`config.mk`:
```
export PLATFORM = sky130hd
export DESIGN_NAME = meter_reset_ctrl
export DESIGN_NICKNAME = d
export VERILOG_FILES = /design/src/rtl/meter_reset_pkg.sv /design/src/rtl/meter_reset_ctrl.sv
export SDC_FILE = /design/constraint.sdc
export NUM_CORES = 1
export LEC_CHECK = 0
export ABC_AREA = 1
export BUFFER_PORTS_ARGS = -buffer_cell sky130_fd_sc_hd__buf_2
export CAP_MARGIN = 20
export CORE_UTILIZATION = 50
export CTS_CLUSTER_SIZE = 16
export DETAILED_ROUTE_END_ITERATION = 16
export PLACE_DENSITY = 0.74
export SLEW_MARGIN = 20
export SYNTH_ARGS = -nofsm -noshare
export SYNTH_HDL_FRONTEND = slang
export SYNTH_SLANG_ARGS = --single-unit
```
`constraint.sdc`:
```
create_clock -name sys_clk_i -period 5.4 [get_ports sys_clk_i]
set_input_delay 1.35 -clock sys_clk_i [delete_from_list [all_inputs] [get_ports sys_clk_i]]
set_output_delay 1.35 -clock sys_clk_i [all_outputs]
set_load 0.005 [all_outputs]
```
`src/rtl/meter_reset_pkg.sv`:
```
// Constants and carriers for the metering reset and gain control block.
// Assumes a single 40 MHz system clock; no register bus, all bits are ports.
package meter_reset_pkg;

    // ----------------------------------------------------------------
    // Clock and timing
    // ----------------------------------------------------------------
    localparam int unsigned SYS_CLK_HZ          = 40_000_000;
    localparam int unsigned RESET_LOW_MIN_NS    = 10_000;
    localparam int unsigned RESET_LOW_MIN_CYC   =
        (RESET_LOW_MIN_NS * (SYS_CLK_HZ / 1_000_000) + 999) / 1000;
    localparam int unsigned TRANSITION_CYC      = 64;
    localparam int unsigned MOD_CLK_DIV         = 16;
    localparam int unsigned FILTER_LEN          = 256;

    // ----------------------------------------------------------------
    // Field positions and reset values
    // ----------------------------------------------------------------
    localparam int unsigned RESET_DONE_BIT      = 15;
    localparam int unsigned SOFT_RESET_BIT      = 7;
    localparam logic        SOFT_RESET_DEFAULT  = 1'b0;
    localparam int unsigned PHASE_GAIN_LSB      = 0;
    localparam int unsigned NEUTRAL_GAIN_LSB    = 3;
    localparam int unsigned VOLTAGE_GAIN_LSB    = 6;
    localparam logic [8:0]  GAIN_REG_DEFAULT    = 9'h000;
    localparam logic [2:0]  GAIN_CODE_MAX       = 3'h4;
    localparam logic [15:0] LOW_POWER_THR_DEFAULT = 16'h0000;
    localparam logic [7:0]  PORT_LOCK_DEFAULT   = 8'h00;
    localparam int unsigned SAMPLE_WIDTH        = 24;

    typedef enum logic [1:0] {
        full_power_mode    = 2'b00,
        reduced_power_mode = 2'b01,
        low_power_mode     = 2'b10,
        sleep_power_mode   = 2'b11
    } power_mode_e;

    typedef enum logic [1:0] {
        ST_RUN      = 2'b00,
        ST_HW_HOLD  = 2'b01,
        ST_TRANSIT  = 2'b10
    } seq_state_e;

    // Per-converter power enables and gains
    typedef struct packed {
        logic       phase_on;
        logic       neutral_on;
        logic       voltage_on;
    } adc_power_s;

    typedef struct packed {
        logic [4:0] phase_gain;
        logic [4:0] neutral_gain;
        logic [4:0] voltage_gain;
    } gain_sel_s;
endpackage

```
`src/rtl/meter_reset_ctrl.sv`:
```
// Reset sequencing, serial port default, gain decode, converter power
// gating, modulator clock and bit-stream averaging for a polyphase meter.
// Assumes reset_n_pin_i and slave_select_pin_i arrive from pins; all
// host writes come as one-cycle strobes from the serial port logic.
`timescale 1ns/1ps

// How it works
// [RULE1] Low reset pin resets only in full power
// [RULE2] Reset pin ignored outside full power mode
// [RULE3] Pin low 10us, then defaults everywhere
// [RULE4] Done flag zero in transition, then set
// [RULE5] Writing one to done flag clears it
// [RULE6] Processor idle after hardware reset
// [RULE7] I2C active after any reset; a locked SPI choice stays active through soft reset
// [RULE8] Host initialises, then starts processor
// [RULE9] Soft reset bit starts software reset
// [RULE10] Soft reset keeps lock and threshold
// [RULE11] Locked port choice survives soft reset
// [RULE12] Soft reset end clears bit, sets flag
// [RULE13] Processor idle; soft reset needs full power
// [RULE14] Phase current gain in bits 2:0
// [RULE15] Neutral gain in bits 5:3
// [RULE16] Voltage gain in bits 8:6
// [RULE17] Converter power follows power mode
// [RULE18] Modulator clock is master clock over 16
// [RULE19] Filter averages stream to 24-bit words
// [RULE20] Host toggles slave select three times
// [RULE21] Done flag unmaskable; pin low until cleared
// [RULE22] Gain codes 0..4 select 1..16
module meter_reset_ctrl #(
    parameter int unsigned RESET_LOW_CYC = meter_reset_pkg::RESET_LOW_MIN_CYC,
    parameter int unsigned TRANS_CYC     = meter_reset_pkg::TRANSITION_CYC
) (
    input  wire logic                          sys_clk_i,
    input  wire logic                          rst_i,
    input  wire logic                          reset_n_pin_i,
    input  wire logic                          slave_select_pin_i,
    input  wire meter_reset_pkg::power_mode_e  power_mode_i,
    input  wire logic                          soft_reset_wr_i,
    input  wire logic                          soft_reset_data_i,
    input  wire logic                          status_wr_i,
    input  wire logic [15:0]                   status_data_i,
    input  wire logic                          port_lock_wr_i,
    input  wire logic [7:0]                    port_lock_data_i,
    input  wire logic                          threshold_wr_i,
    input  wire logic [15:0]                   threshold_data_i,
    input  wire logic                          gain_wr_i,
    input  wire logic [8:0]                    gain_data_i,
    input  wire logic                          run_wr_i,
    input  wire logic                          run_data_i,
    input  wire logic                          mod_bit_i,
    output logic                               status_interrupt_pin_n_o,
    output logic                               reset_complete_flag_o,
    output logic                               soft_reset_bit_o,
    output logic                               regs_reset_o,
    output logic                               dsp_run_o,
    output logic                               spi_active_o,
    output logic                               port_locked_o,
    output logic [7:0]                         port_lock_register_o,
    output logic [15:0]                        low_power_threshold_register_o,
    output logic [8:0]                         gain_register_o,
    output meter_reset_pkg::gain_sel_s         gain_sel_o,
    output meter_reset_pkg::adc_power_s        adc_power_o,
    output logic                               mod_clk_o,
    output logic [meter_reset_pkg::SAMPLE_WIDTH-1:0] sample_o,
    output logic                               sample_valid_o
);
    import meter_reset_pkg::*;

    if (RESET_LOW_CYC < 1 || TRANS_CYC < 1 || TRANS_CYC > 65535 ||
        RESET_LOW_CYC > 65535) begin : bad_counts
        $error("meter_reset_ctrl: count parameters out of range");
    end

    // ----------------------------------------------------------------
    // Pin synchronisers
    // ----------------------------------------------------------------
    logic       rst_pin_meta;
    logic       rst_pin_sync;
    logic       ss_meta;
    logic       ss_sync;
    logic       ss_prev;

    always_ff @(posedge sys_clk_i or posedge rst_i) begin
        if (rst_i) begin
            rst_pin_meta <= 1'b1;
            rst_pin_sync <= 1'b1;
            ss_meta      <= 1'b1;
            ss_sync      <= 1'b1;
            ss_prev      <= 1'b1;
        end else begin
            rst_pin_meta <= reset_n_pin_i;
            rst_pin_sync <= rst_pin_meta;
            ss_meta      <= slave_select_pin_i;
            ss_sync      <= ss_meta;
            ss_prev      <= ss_sync;
        end
    end

    // ----------------------------------------------------------------
    // Reset sequencer
    // ----------------------------------------------------------------
    seq_state_e  state;
    seq_state_e  next_state;
    logic [15:0] cnt;
    logic [15:0] next_cnt;
    logic        hw_kind;
    logic        next_hw_kind;

    wire full_power  = (power_mode_i == full_power_mode);
    wire pin_low     = full_power && !rst_pin_sync;                  // [RULE1] [RULE2]
    wire soft_req    = full_power && soft_reset_wr_i && soft_reset_data_i; // [RULE9] [RULE13]
    wire hold_done   = (cnt >= 16'(RESET_LOW_CYC - 1));
    wire trans_done  = (cnt == 16'(TRANS_CYC - 1));
    wire in_reset    = (state != ST_RUN);
    wire reset_end   = (state == ST_TRANSIT) && trans_done;
    wire hw_start    = (state == ST_RUN) && pin_low;
    wire sw_start    = (state == ST_RUN) && !pin_low && soft_req;

    always_comb begin
        next_state   = state;
        next_cnt     = cnt;
        next_hw_kind = hw_kind;
        unique case (state)
            ST_RUN: begin
                next_cnt = 16'h0000;
                if (hw_start) begin
                    next_state   = ST_HW_HOLD;
                    next_hw_kind = 1'b1;
                end else if (sw_start) begin
                    next_state   = ST_TRANSIT;
                    next_hw_kind = 1'b0;
                end
            end
            ST_HW_HOLD: begin
                // Short pulses are held off until the minimum low time
                if (!pin_low && hold_done) begin                     // [RULE3]
                    next_state = ST_TRANSIT;
                    next_cnt   = 16'h0000;
                end else if (!hold_done) begin
                    next_cnt = cnt + 16'h0001;
                end
            end
            ST_TRANSIT: begin
                if (pin_low) begin
                    next_state   = ST_HW_HOLD;
                    next_hw_kind = 1'b1;
                    next_cnt     = 16'h0000;
                end else if (trans_done) begin
                    next_state = ST_RUN;
                end else begin
                    next_cnt = cnt + 16'h0001;
                end
            end
            default: next_state = ST_RUN;
        endcase
    end

    always_ff @(posedge sys_clk_i or posedge rst_i) begin
        if (rst_i) begin
            state   <= ST_RUN;
            cnt     <= 16'h0000;
            hw_kind <= 1'b0;
        end else begin
            state   <= next_state;
            cnt     <= next_cnt;
            hw_kind <= next_hw_kind;
        end
    end

    // ----------------------------------------------------------------
    // Registers and flags
    // ----------------------------------------------------------------
    wire hw_clear   = in_reset && hw_kind;
    wire done_clear = status_wr_i && status_data_i[RESET_DONE_BIT];  // [RULE5]
    wire writable   = !in_reset;
    wire ss_fall    = ss_sync == 1'b0 && ss_prev == 1'b1;
    logic [1:0] ss_count;

    always_ff @(posedge sys_clk_i or posedge rst_i) begin
        if (rst_i) begin
            reset_complete_flag_o          <= 1'b0;
            status_interrupt_pin_n_o       <= 1'b1;
            soft_reset_bit_o               <= SOFT_RESET_DEFAULT;
            dsp_run_o                      <= 1'b0;
            gain_register_o                <= GAIN_REG_DEFAULT;
            port_lock_register_o           <= PORT_LOCK_DEFAULT;
            low_power_threshold_register_o <= LOW_POWER_THR_DEFAULT;
            regs_reset_o                   <= 1'b0;
        end else begin
            regs_reset_o <= in_reset;
            // Set wins over a clear arriving in the same cycle
            if (reset_end) begin
                reset_complete_flag_o <= 1'b1;                       // [RULE4] [RULE12]
            end else if (in_reset) begin
                reset_complete_flag_o <= 1'b0;                       // [RULE4]
            end else if (done_clear) begin
                reset_complete_flag_o <= 1'b0;                       // [RULE5]
            end
            // Unmaskable: pin follows the flag directly
            status_interrupt_pin_n_o <= !(reset_end ||
                (reset_complete_flag_o && !in_reset && !done_clear)); // [RULE21]
            if (sw_start) begin
                soft_reset_bit_o <= 1'b1;                            // [RULE9]
            end else if (reset_end || hw_clear) begin
                soft_reset_bit_o <= SOFT_RESET_DEFAULT;              // [RULE12]
            end
            if (in_reset) begin
                dsp_run_o       <= 1'b0;                             // [RULE6] [RULE13]
                gain_register_o <= GAIN_REG_DEFAULT;
            end else begin
                if (run_wr_i) begin
                    dsp_run_o <= run_data_i;                         // [RULE8]
                end
                if (gain_wr_i) begin
                    gain_register_o <= gain_data_i;
                end
            end
            // Only a hardware reset restores these two
            if (hw_clear) begin                                      // [RULE3] [RULE10]
                port_lock_register_o           <= PORT_LOCK_DEFAULT;
                low_power_threshold_register_o <= LOW_POWER_THR_DEFAULT;
            end else if (writable) begin
                if (port_lock_wr_i) begin
                    port_lock_register_o <= port_lock_data_i;
                end
                if (threshold_wr_i) begin
                    low_power_threshold_register_o <= threshold_data_i;
                end
            end
        end
    end

    // ----------------------------------------------------------------
    // Serial port selection
    // ----------------------------------------------------------------
    wire lock_write = writable && port_lock_wr_i;

    always_ff @(posedge sys_clk_i or posedge rst_i) begin
        if (rst_i) begin
            spi_active_o  <= 1'b0;
            port_locked_o <= 1'b0;
            ss_count      <= 2'h0;
        end else if (hw_clear || (in_reset && !port_locked_o)) begin
            spi_active_o  <= 1'b0;                                   // [RULE7] [RULE11]
            port_locked_o <= 1'b0;
            ss_count      <= 2'h0;
        end else if (!in_reset) begin
            if (lock_write) begin
                port_locked_o <= 1'b1;
            end
            if (!port_locked_o && !spi_active_o && ss_fall) begin
                // Third falling edge of slave select selects SPI
                if (ss_count == 2'h2) begin                          // [RULE20]
                    spi_active_o <= 1'b1;
                end
                ss_count <= ss_count + 2'h1;
            end
        end
    end

    // ----------------------------------------------------------------
    // Gain decode and converter power
    // ----------------------------------------------------------------
    function automatic logic [4:0] gain_onehot(input logic [2:0] code);
        // Reserved codes fall back to unity gain
        gain_onehot = (code <= GAIN_CODE_MAX) ? 5'(5'h01 << code) : 5'h01; // [RULE22]
    endfunction

    wire [2:0] phase_code   = gain_register_o[PHASE_GAIN_LSB +: 3];   // [RULE14]
    wire [2:0] neutral_code = gain_register_o[NEUTRAL_GAIN_LSB +: 3]; // [RULE15]
    wire [2:0] voltage_code = gain_register_o[VOLTAGE_GAIN_LSB +: 3]; // [RULE16]
    wire       pw_phase     = power_mode_i == full_power_mode ||
                              power_mode_i == reduced_power_mode;     // [RULE17]

    always_ff @(posedge sys_clk_i or posedge rst_i) begin
        if (rst_i) begin
            gain_sel_o  <= '0;
            adc_power_o <= '0;
        end else begin
            gain_sel_o.phase_gain   <= gain_onehot(phase_code);
            gain_sel_o.neutral_gain <= gain_onehot(neutral_code);
            gain_sel_o.voltage_gain <= gain_onehot(voltage_code);
            adc_power_o.phase_on    <= pw_phase;                     // [RULE17]
            adc_power_o.neutral_on  <= full_power;
            adc_power_o.voltage_on  <= full_power;
        end
    end

    // ----------------------------------------------------------------
    // Modulator clock and averaging filter
    // ----------------------------------------------------------------
    // Divider runs off the system clock standing in for the master clock
    logic [3:0] div_cnt;
    logic       mod_bit_meta;
    logic       mod_bit_sync;
    logic [7:0] avg_cnt;
    logic [SAMPLE_WIDTH-1:0] ones;
    wire        mod_tick = (div_cnt == 4'(MOD_CLK_DIV - 1));           // [RULE18]
    wire        avg_last = (avg_cnt == 8'(FILTER_LEN - 1));

    always_ff @(posedge sys_clk_i or posedge rst_i) begin
        if (rst_i) begin
            div_cnt        <= 4'h0;
            mod_clk_o      <= 1'b0;
            mod_bit_meta   <= 1'b0;
            mod_bit_sync   <= 1'b0;
            avg_cnt        <= 8'h00;
            ones           <= '0;
            sample_o       <= '0;
            sample_valid_o <= 1'b0;
        end else begin
            div_cnt        <= mod_tick ? 4'h0 : div_cnt + 4'h1;
            mod_clk_o      <= div_cnt < 4'(MOD_CLK_DIV / 2);          // [RULE18]
            mod_bit_meta   <= mod_bit_i;
            mod_bit_sync   <= mod_bit_meta;
            sample_valid_o <= 1'b0;
            if (mod_tick) begin
                avg_cnt <= avg_cnt + 8'h01;
                if (avg_last) begin
                    // Half density maps to zero; a full window saturates
                    sample_o <= ones[8] ? 24'h7FFFFF :
                                SAMPLE_WIDTH'({ones[7:0], 16'h0000} - 24'h800000); // [RULE19]
                    sample_valid_o <= 1'b1;
                    ones <= SAMPLE_WIDTH'(mod_bit_sync);
                end else begin
                    ones <= ones + SAMPLE_WIDTH'(mod_bit_sync);      // [RULE19]
                end
            end
        end
    end

endmodule

```
Word-level counts from Yosys, hierarchy flattened
Index checks and enable logic that the tools add are counted.
{"block": "classes", "addsub": 6, "magnitude_cmp": 5, "n_eq_ne": 15, "shift": 3, "muxes": 48, "bitwise_logic": 1, "n_reduce_logical": 51}
{"cell": "16-bit 2-to-1 mux", "count": 7}
{"cell": "24-bit 2-to-1 mux", "count": 2}
{"cell": "16-bit one-hot mux with 3 select lines", "count": 1}
{"cell": "24-bit by 1-bit adder with 24-bit output", "count": 1}
{"cell": "8-bit 2-to-1 mux", "count": 3}
{"cell": "24-bit subtractor (second input constant)", "count": 1}
{"cell": "2-bit nonzero test", "count": 10}
{"cell": "1-bit 2-to-1 mux", "count": 19}
{"cell": "9-bit 2-to-1 mux", "count": 2}
{"cell": "1-bit logical AND", "count": 17}
{"cell": "16-bit by 1-bit adder with 16-bit output (second input constant)", "count": 1}
{"cell": "16-bit by 6-bit equality test with 1-bit output (second input constant)", "count": 1}
{"cell": "16-bit by 9-bit >= comparator with 1-bit output (second input constant)", "count": 1}
{"cell": "2-bit 2-to-1 mux", "count": 8}
{"cell": "5-bit 2-to-1 mux", "count": 3}
{"cell": "1-bit by 3-bit << shifter with 5-bit output (first input constant)", "count": 3}
{"cell": "3-bit != test (second input constant)", "count": 4}
{"cell": "3-bit AND reduction", "count": 4}
{"cell": "2-bit AND reduction", "count": 5}
{"cell": "3-bit less-or-equal comparator (second input constant)", "count": 3}
{"cell": "8-bit by 1-bit adder with 8-bit output (second input constant)", "count": 1}
{"cell": "8-bit equality test (second input constant)", "count": 1}
{"cell": "1-bit zero test", "count": 7}
{"cell": "2-bit one-hot mux with 3 select lines", "count": 1}
{"cell": "other kinds (14)", "count": 23}
{"block": "totals", "regBits": 147, "output_inout_bits": 84, "elab_cells": 161}

Depth between registers and ports, before layout
{"block": "logic_depth", "depth_word": 8, "depth_mapped": 12, "depth_no_buf": 11}

Worst setup path after synthesis
Ideal clock, no wire load.
{"block": "synth_timing", "path_type": "input port to flip-flop", "startpoint": "in power_mode_i[0]", "endpoint": "reg cnt[7]", "setup_ns": 0.118, "arrival_time_ns": 2.365, "t_required_ns": 5.282, "path_slack_ns": 2.917, "stages": 11, "cell_sequence": "nor2_2 > inv_2 > nor2_4 > inv_2 > nand2_2 > o21bai_4 > nor2_4 > inv_6 > buf_8 > nand2_1 > nand2_1"}
{"block": "synth_between", "elab_chain_len": 6, "word_cells_on_any_way": 10}
{"item": "start: declaration", "line": "meter_reset_ctrl.sv:38", "rtl": "input wire meter_reset_pkg::power_mode_e power_mode_i,"}
{"item": "2-bit zero test (*)", "line": "meter_reset_ctrl.sv:110", "rtl": "wire full_power = (power_mode_i == full_power_mode);"}
{"item": "1-bit logical AND (*)", "line": "meter_reset_ctrl.sv:111", "rtl": "wire pin_low = full_power && !rst_pin_sync;"}
{"item": "1-bit zero test", "line": "meter_reset_ctrl.sv:137", "rtl": "if (!pin_low && hold_done) begin"}
{"item": "1-bit logical AND", "line": "meter_reset_ctrl.sv:137"}
{"item": "3-bit != test (no line) / 16-bit 2-to-1 mux (equally long branches)"}
{"item": "3-bit AND reduction (no line) / 16-bit one-hot mux with 3 select lines (equally long branches)"}
{"item": "end signal: assignment", "line": "meter_reset_ctrl.sv:166", "rtl": "cnt <= next_cnt;"}
{"item": "end: declaration", "line": "meter_reset_ctrl.sv:105", "rtl": "logic [15:0] cnt;"}
Mark *: on every way between the ends. The rest lies on a longest branch, timed or not.
A chain may end at the register's enable or synchronous reset.

Worst setup path after layout
{"block": "layout_timing", "startpoint": "in power_mode_i[0]", "endpoint": "reg cnt[1]"}
{"block": "layout_between", "elab_chain_len": 6, "word_cells_on_any_way": 10}
{"item": "2-bit zero test (*)", "line": "meter_reset_ctrl.sv:110"}
{"item": "via full_power", "line": "meter_reset_ctrl.sv:110"}
{"item": "1-bit logical AND (*)", "line": "meter_reset_ctrl.sv:111"}
{"item": "1-bit zero test", "line": "meter_reset_ctrl.sv:137"}
{"item": "1-bit logical AND", "line": "meter_reset_ctrl.sv:137"}
{"item": "3-bit != test (no line) / 16-bit 2-to-1 mux (equally long branches)"}
{"item": "3-bit AND reduction (no line) / 16-bit one-hot mux with 3 select lines (equally long branches)"}
Mark *: on every way through the listed nets, which the timed path passes. The rest lies on a longest branch.

==> impl_metrics.toml <==
[pwr]
internal_power_uw = 1940
p_sw_uw = 1010
powerDensity_nw_per_um2 = 438
p_seq_frac = 0.388
p_comb_frac = 0.276
ir_worst_vdd_mv = 0.372
sw_frac_of_total = 0.343
total_power_uw = 2950
p_leak_uw = 0.00369
p_clk_frac = 0.336

[synthesis]
yosys_register_bits = 117
synth_edf_count = 0
synth_async_sr_flop_share = 1.00
ys_types = 41
synth_top_cell_area_share = 0.497
postSynthAreaPerCell_sq_um = 8.68
yosysMostFrequentCell = "nand2_1"
synth_area_leader_cell = "dfrtp_1"
synth_area_sq_um = 5590
synth_seq_area_share = 0.525
synth_cells = 644
synth_ff_type = "dfrtp_1"
ys_top_cells_by_area = "dfrtp_1 50%, nand3_1 10%, nand2_1 8.5%, inv_1 4.5%, ha_1 3.6%"
yosys-top-cells-count = "127 x nand2_1, 116 x nand3_1, 111 x dfrtp_1"
yosys_warnings = 0
syn_nets = 724

[sta]
relSlewSlack = 0.501
tightest_slew_ns = 0.749
tns_ns = 0
slew_violations = 0
finalCritPeriodShare = 0.494
finalClockSkew_ns = 0.00878
hold_violations = 0
min_period_ns = 2.67
rsz0062_at_grt = "no"
max_freq_mhz = 375
setup_viol = 0

[setup_path]
reg2reg_from = "state[0]"
r2r_slack_ns = 2.98
end_kind = "flip-flop"
reg2reg_to = "cnt[12]"
rr_worst_depth = 10
critPathKind = "primary input to flip-flop"
cp.required_ns = 5.85
start_kind = "primary input"
critical_path.max_fanout = 18
arrival_ns = 3.12

[final_layout]
diodes = 0
num-nets-final = 838
final_layout_size_suffix_gt1_frac = 0.244
area_delta_synth_final_pct = 20.5

[route]
route.antenna.remaining_nets = 0
finalWirelength_um = 12400
first_pass_iters = 5
wl_per_cell_um = 13.7
drt_iter0_markers = 278
drcViolationCount = 0
num_vias = 4812
via_per_inst = 5.29

[floorplan]
die_area_sq_um = 11600
io_pins = 148
fp-row-count = 38
core-area_sq_um = 10800
chipWidth_um = 108
initial_utilization = 0.515
die_h_um = 108

[clock_network]
clk_pin_slew_worst_paths_ns = 0.05
clock-sinks = 117
cts_resized = 0
clockBufferDepth = 2
cts_setup_buffers = 0
insertion_delay_ns = 0.51
cts_tree = "yes"
cts_root_buf = "clkbuf_8"
cts-buffers-inserted = 17
cts_hold_buf = 0
htree_levels = 4

[min_path]
worstHoldPathType = "flip-flop to flip-flop"
hold_end = "ss_sync"
min_path_cells = 0
worstHoldStart = "ss_meta"

[outcome]
status = "complete, no violations"

[global_routing]
grt_usage = 0.226
antenna_found_initial = 0
grt_max_degree = 88
grt_pass1_vias = 4414
overflow = 0
grt_pass1_wl_um = 20400

[placement]
detailed_place_hpwl_um = 8680
gp_congestion = 0.875
portBuffers = 132

[flow_run]
max_cap_violations = 0
[metrics by stage]
step | cells | hold slack (ns) | setup WS [ns] | util | area, sq um
floorplan | 644 | 0.331 | 0.959 | - | 5590
global placement | 879 | 0.342 | 2.25 | 0.573 | 6210
detailed placement | 879 | 0.348 | 2.25 | 0.573 | 6210
CTS | 910 | 0.360 | 2.79 | 0.621 | 6730
global route | 910 | 0.364 | 2.61 | 0.621 | 6740
finish | 910 | 0.358 | 2.73 | 0.621 | 6740
[how the worst max path moves through the flow]
stage / start / to / slack [ns] / depth (start not counted)
after global placement: power_mode_i[0] / cnt[1] / 2.25 / 10
after detailed placement: power_mode_i[0] / cnt[1] / 2.25 / 10
after floorplan: rst_i / adc_power_o[0] / 0.96 / 1
final: power_mode_i[0] / cnt[1] / 2.73 / 10
after CTS: power_mode_i[0] / cnt[1] / 2.79 / 10
after global routing: power_mode_i[0] / cnt[1] / 2.61 / 10
[cell families after synthesis]
family | synth area share
AOI/OAI and AO/OA | 0.0461
adders and majority gates | 0.0358
DFF | 0.525
xor gates and xnor gates | 0.0235
buffers and inverters | 0.0916
and+or+nand+nor | 0.278
[cell usage in the layout (no fill, tap or decap), types with 2 or more instances in the layout]
master      instances
inv_2               3
nor2_2              4
clkinv_2            7
inv_1              66
inv_6               2
clkbuf_16          16
o21ai_0            19
clkbuf_1            3
a21oi_1            18
or2_2               2
clkinvlp_4          2
nand4_1            14
nor4_1              7
ha_1               16
buf_2             132
nor2_4              2
nand3_1           116
nand2_2             2
nand2_1           127
nor3_1             15
xor2_1             12
buf_4               2
clkbuf_8            2
xnor2_1             3
dfrtp_1           111
dfstp_2             6
nor2_1             46
[registers in the layout (all words and copies together) (netlist names), 8 cells and up]
name	count
port_lock_register_o	8
low_power_threshold_register_o	16
gain_sel_o	15
cnt	16
ones	9
gain_register_o	9
avg_cnt	8
sample_o	9
[critical path: stages]
cell and delay [ns]:
buf_2 0.10, nor2_2 0.23, inv_2 0.07, nor2_4 0.13, inv_2 0.16, nand2_1 0.40
nand2_1 0.13, a21boi_1 0.34, nand3_1 0.12, nand2_1 0.09
[layer usage]
layer	vias to the layer above	part of all wire	global-route usage
met5	-	0	0
met4	0	0.019	0.0949
met3	24	0.042	0.0575
met2	144	0.51	0.377
met1	2317	0.43	0.278
li1	2327	-	-
[power groups by stage]
stage	Sequential, uW	Clock [uW]	Combinational (uW)
floorplan	1160	0	537
global placement	1150	0	787
finish	1150	992	815
detailed placement	1160	0	818
global route	1170	1050	918
CTS	1150	1000	823
[cell type report]
cell class / instances / area (sq um)
Timing Repair Buffer: 134 / 676
Sequential cell: 117 / 2940
Inverter: 73 / 285
Clock inverter: 10 / 83.8
Fill cell: 927 / 4110
Multi-Input combinational cell: 415 / 2140
Tap cell: 140 / 175
Clock buffer: 21 / 439
No activity file was read; power rests on OpenSTA's default activity.
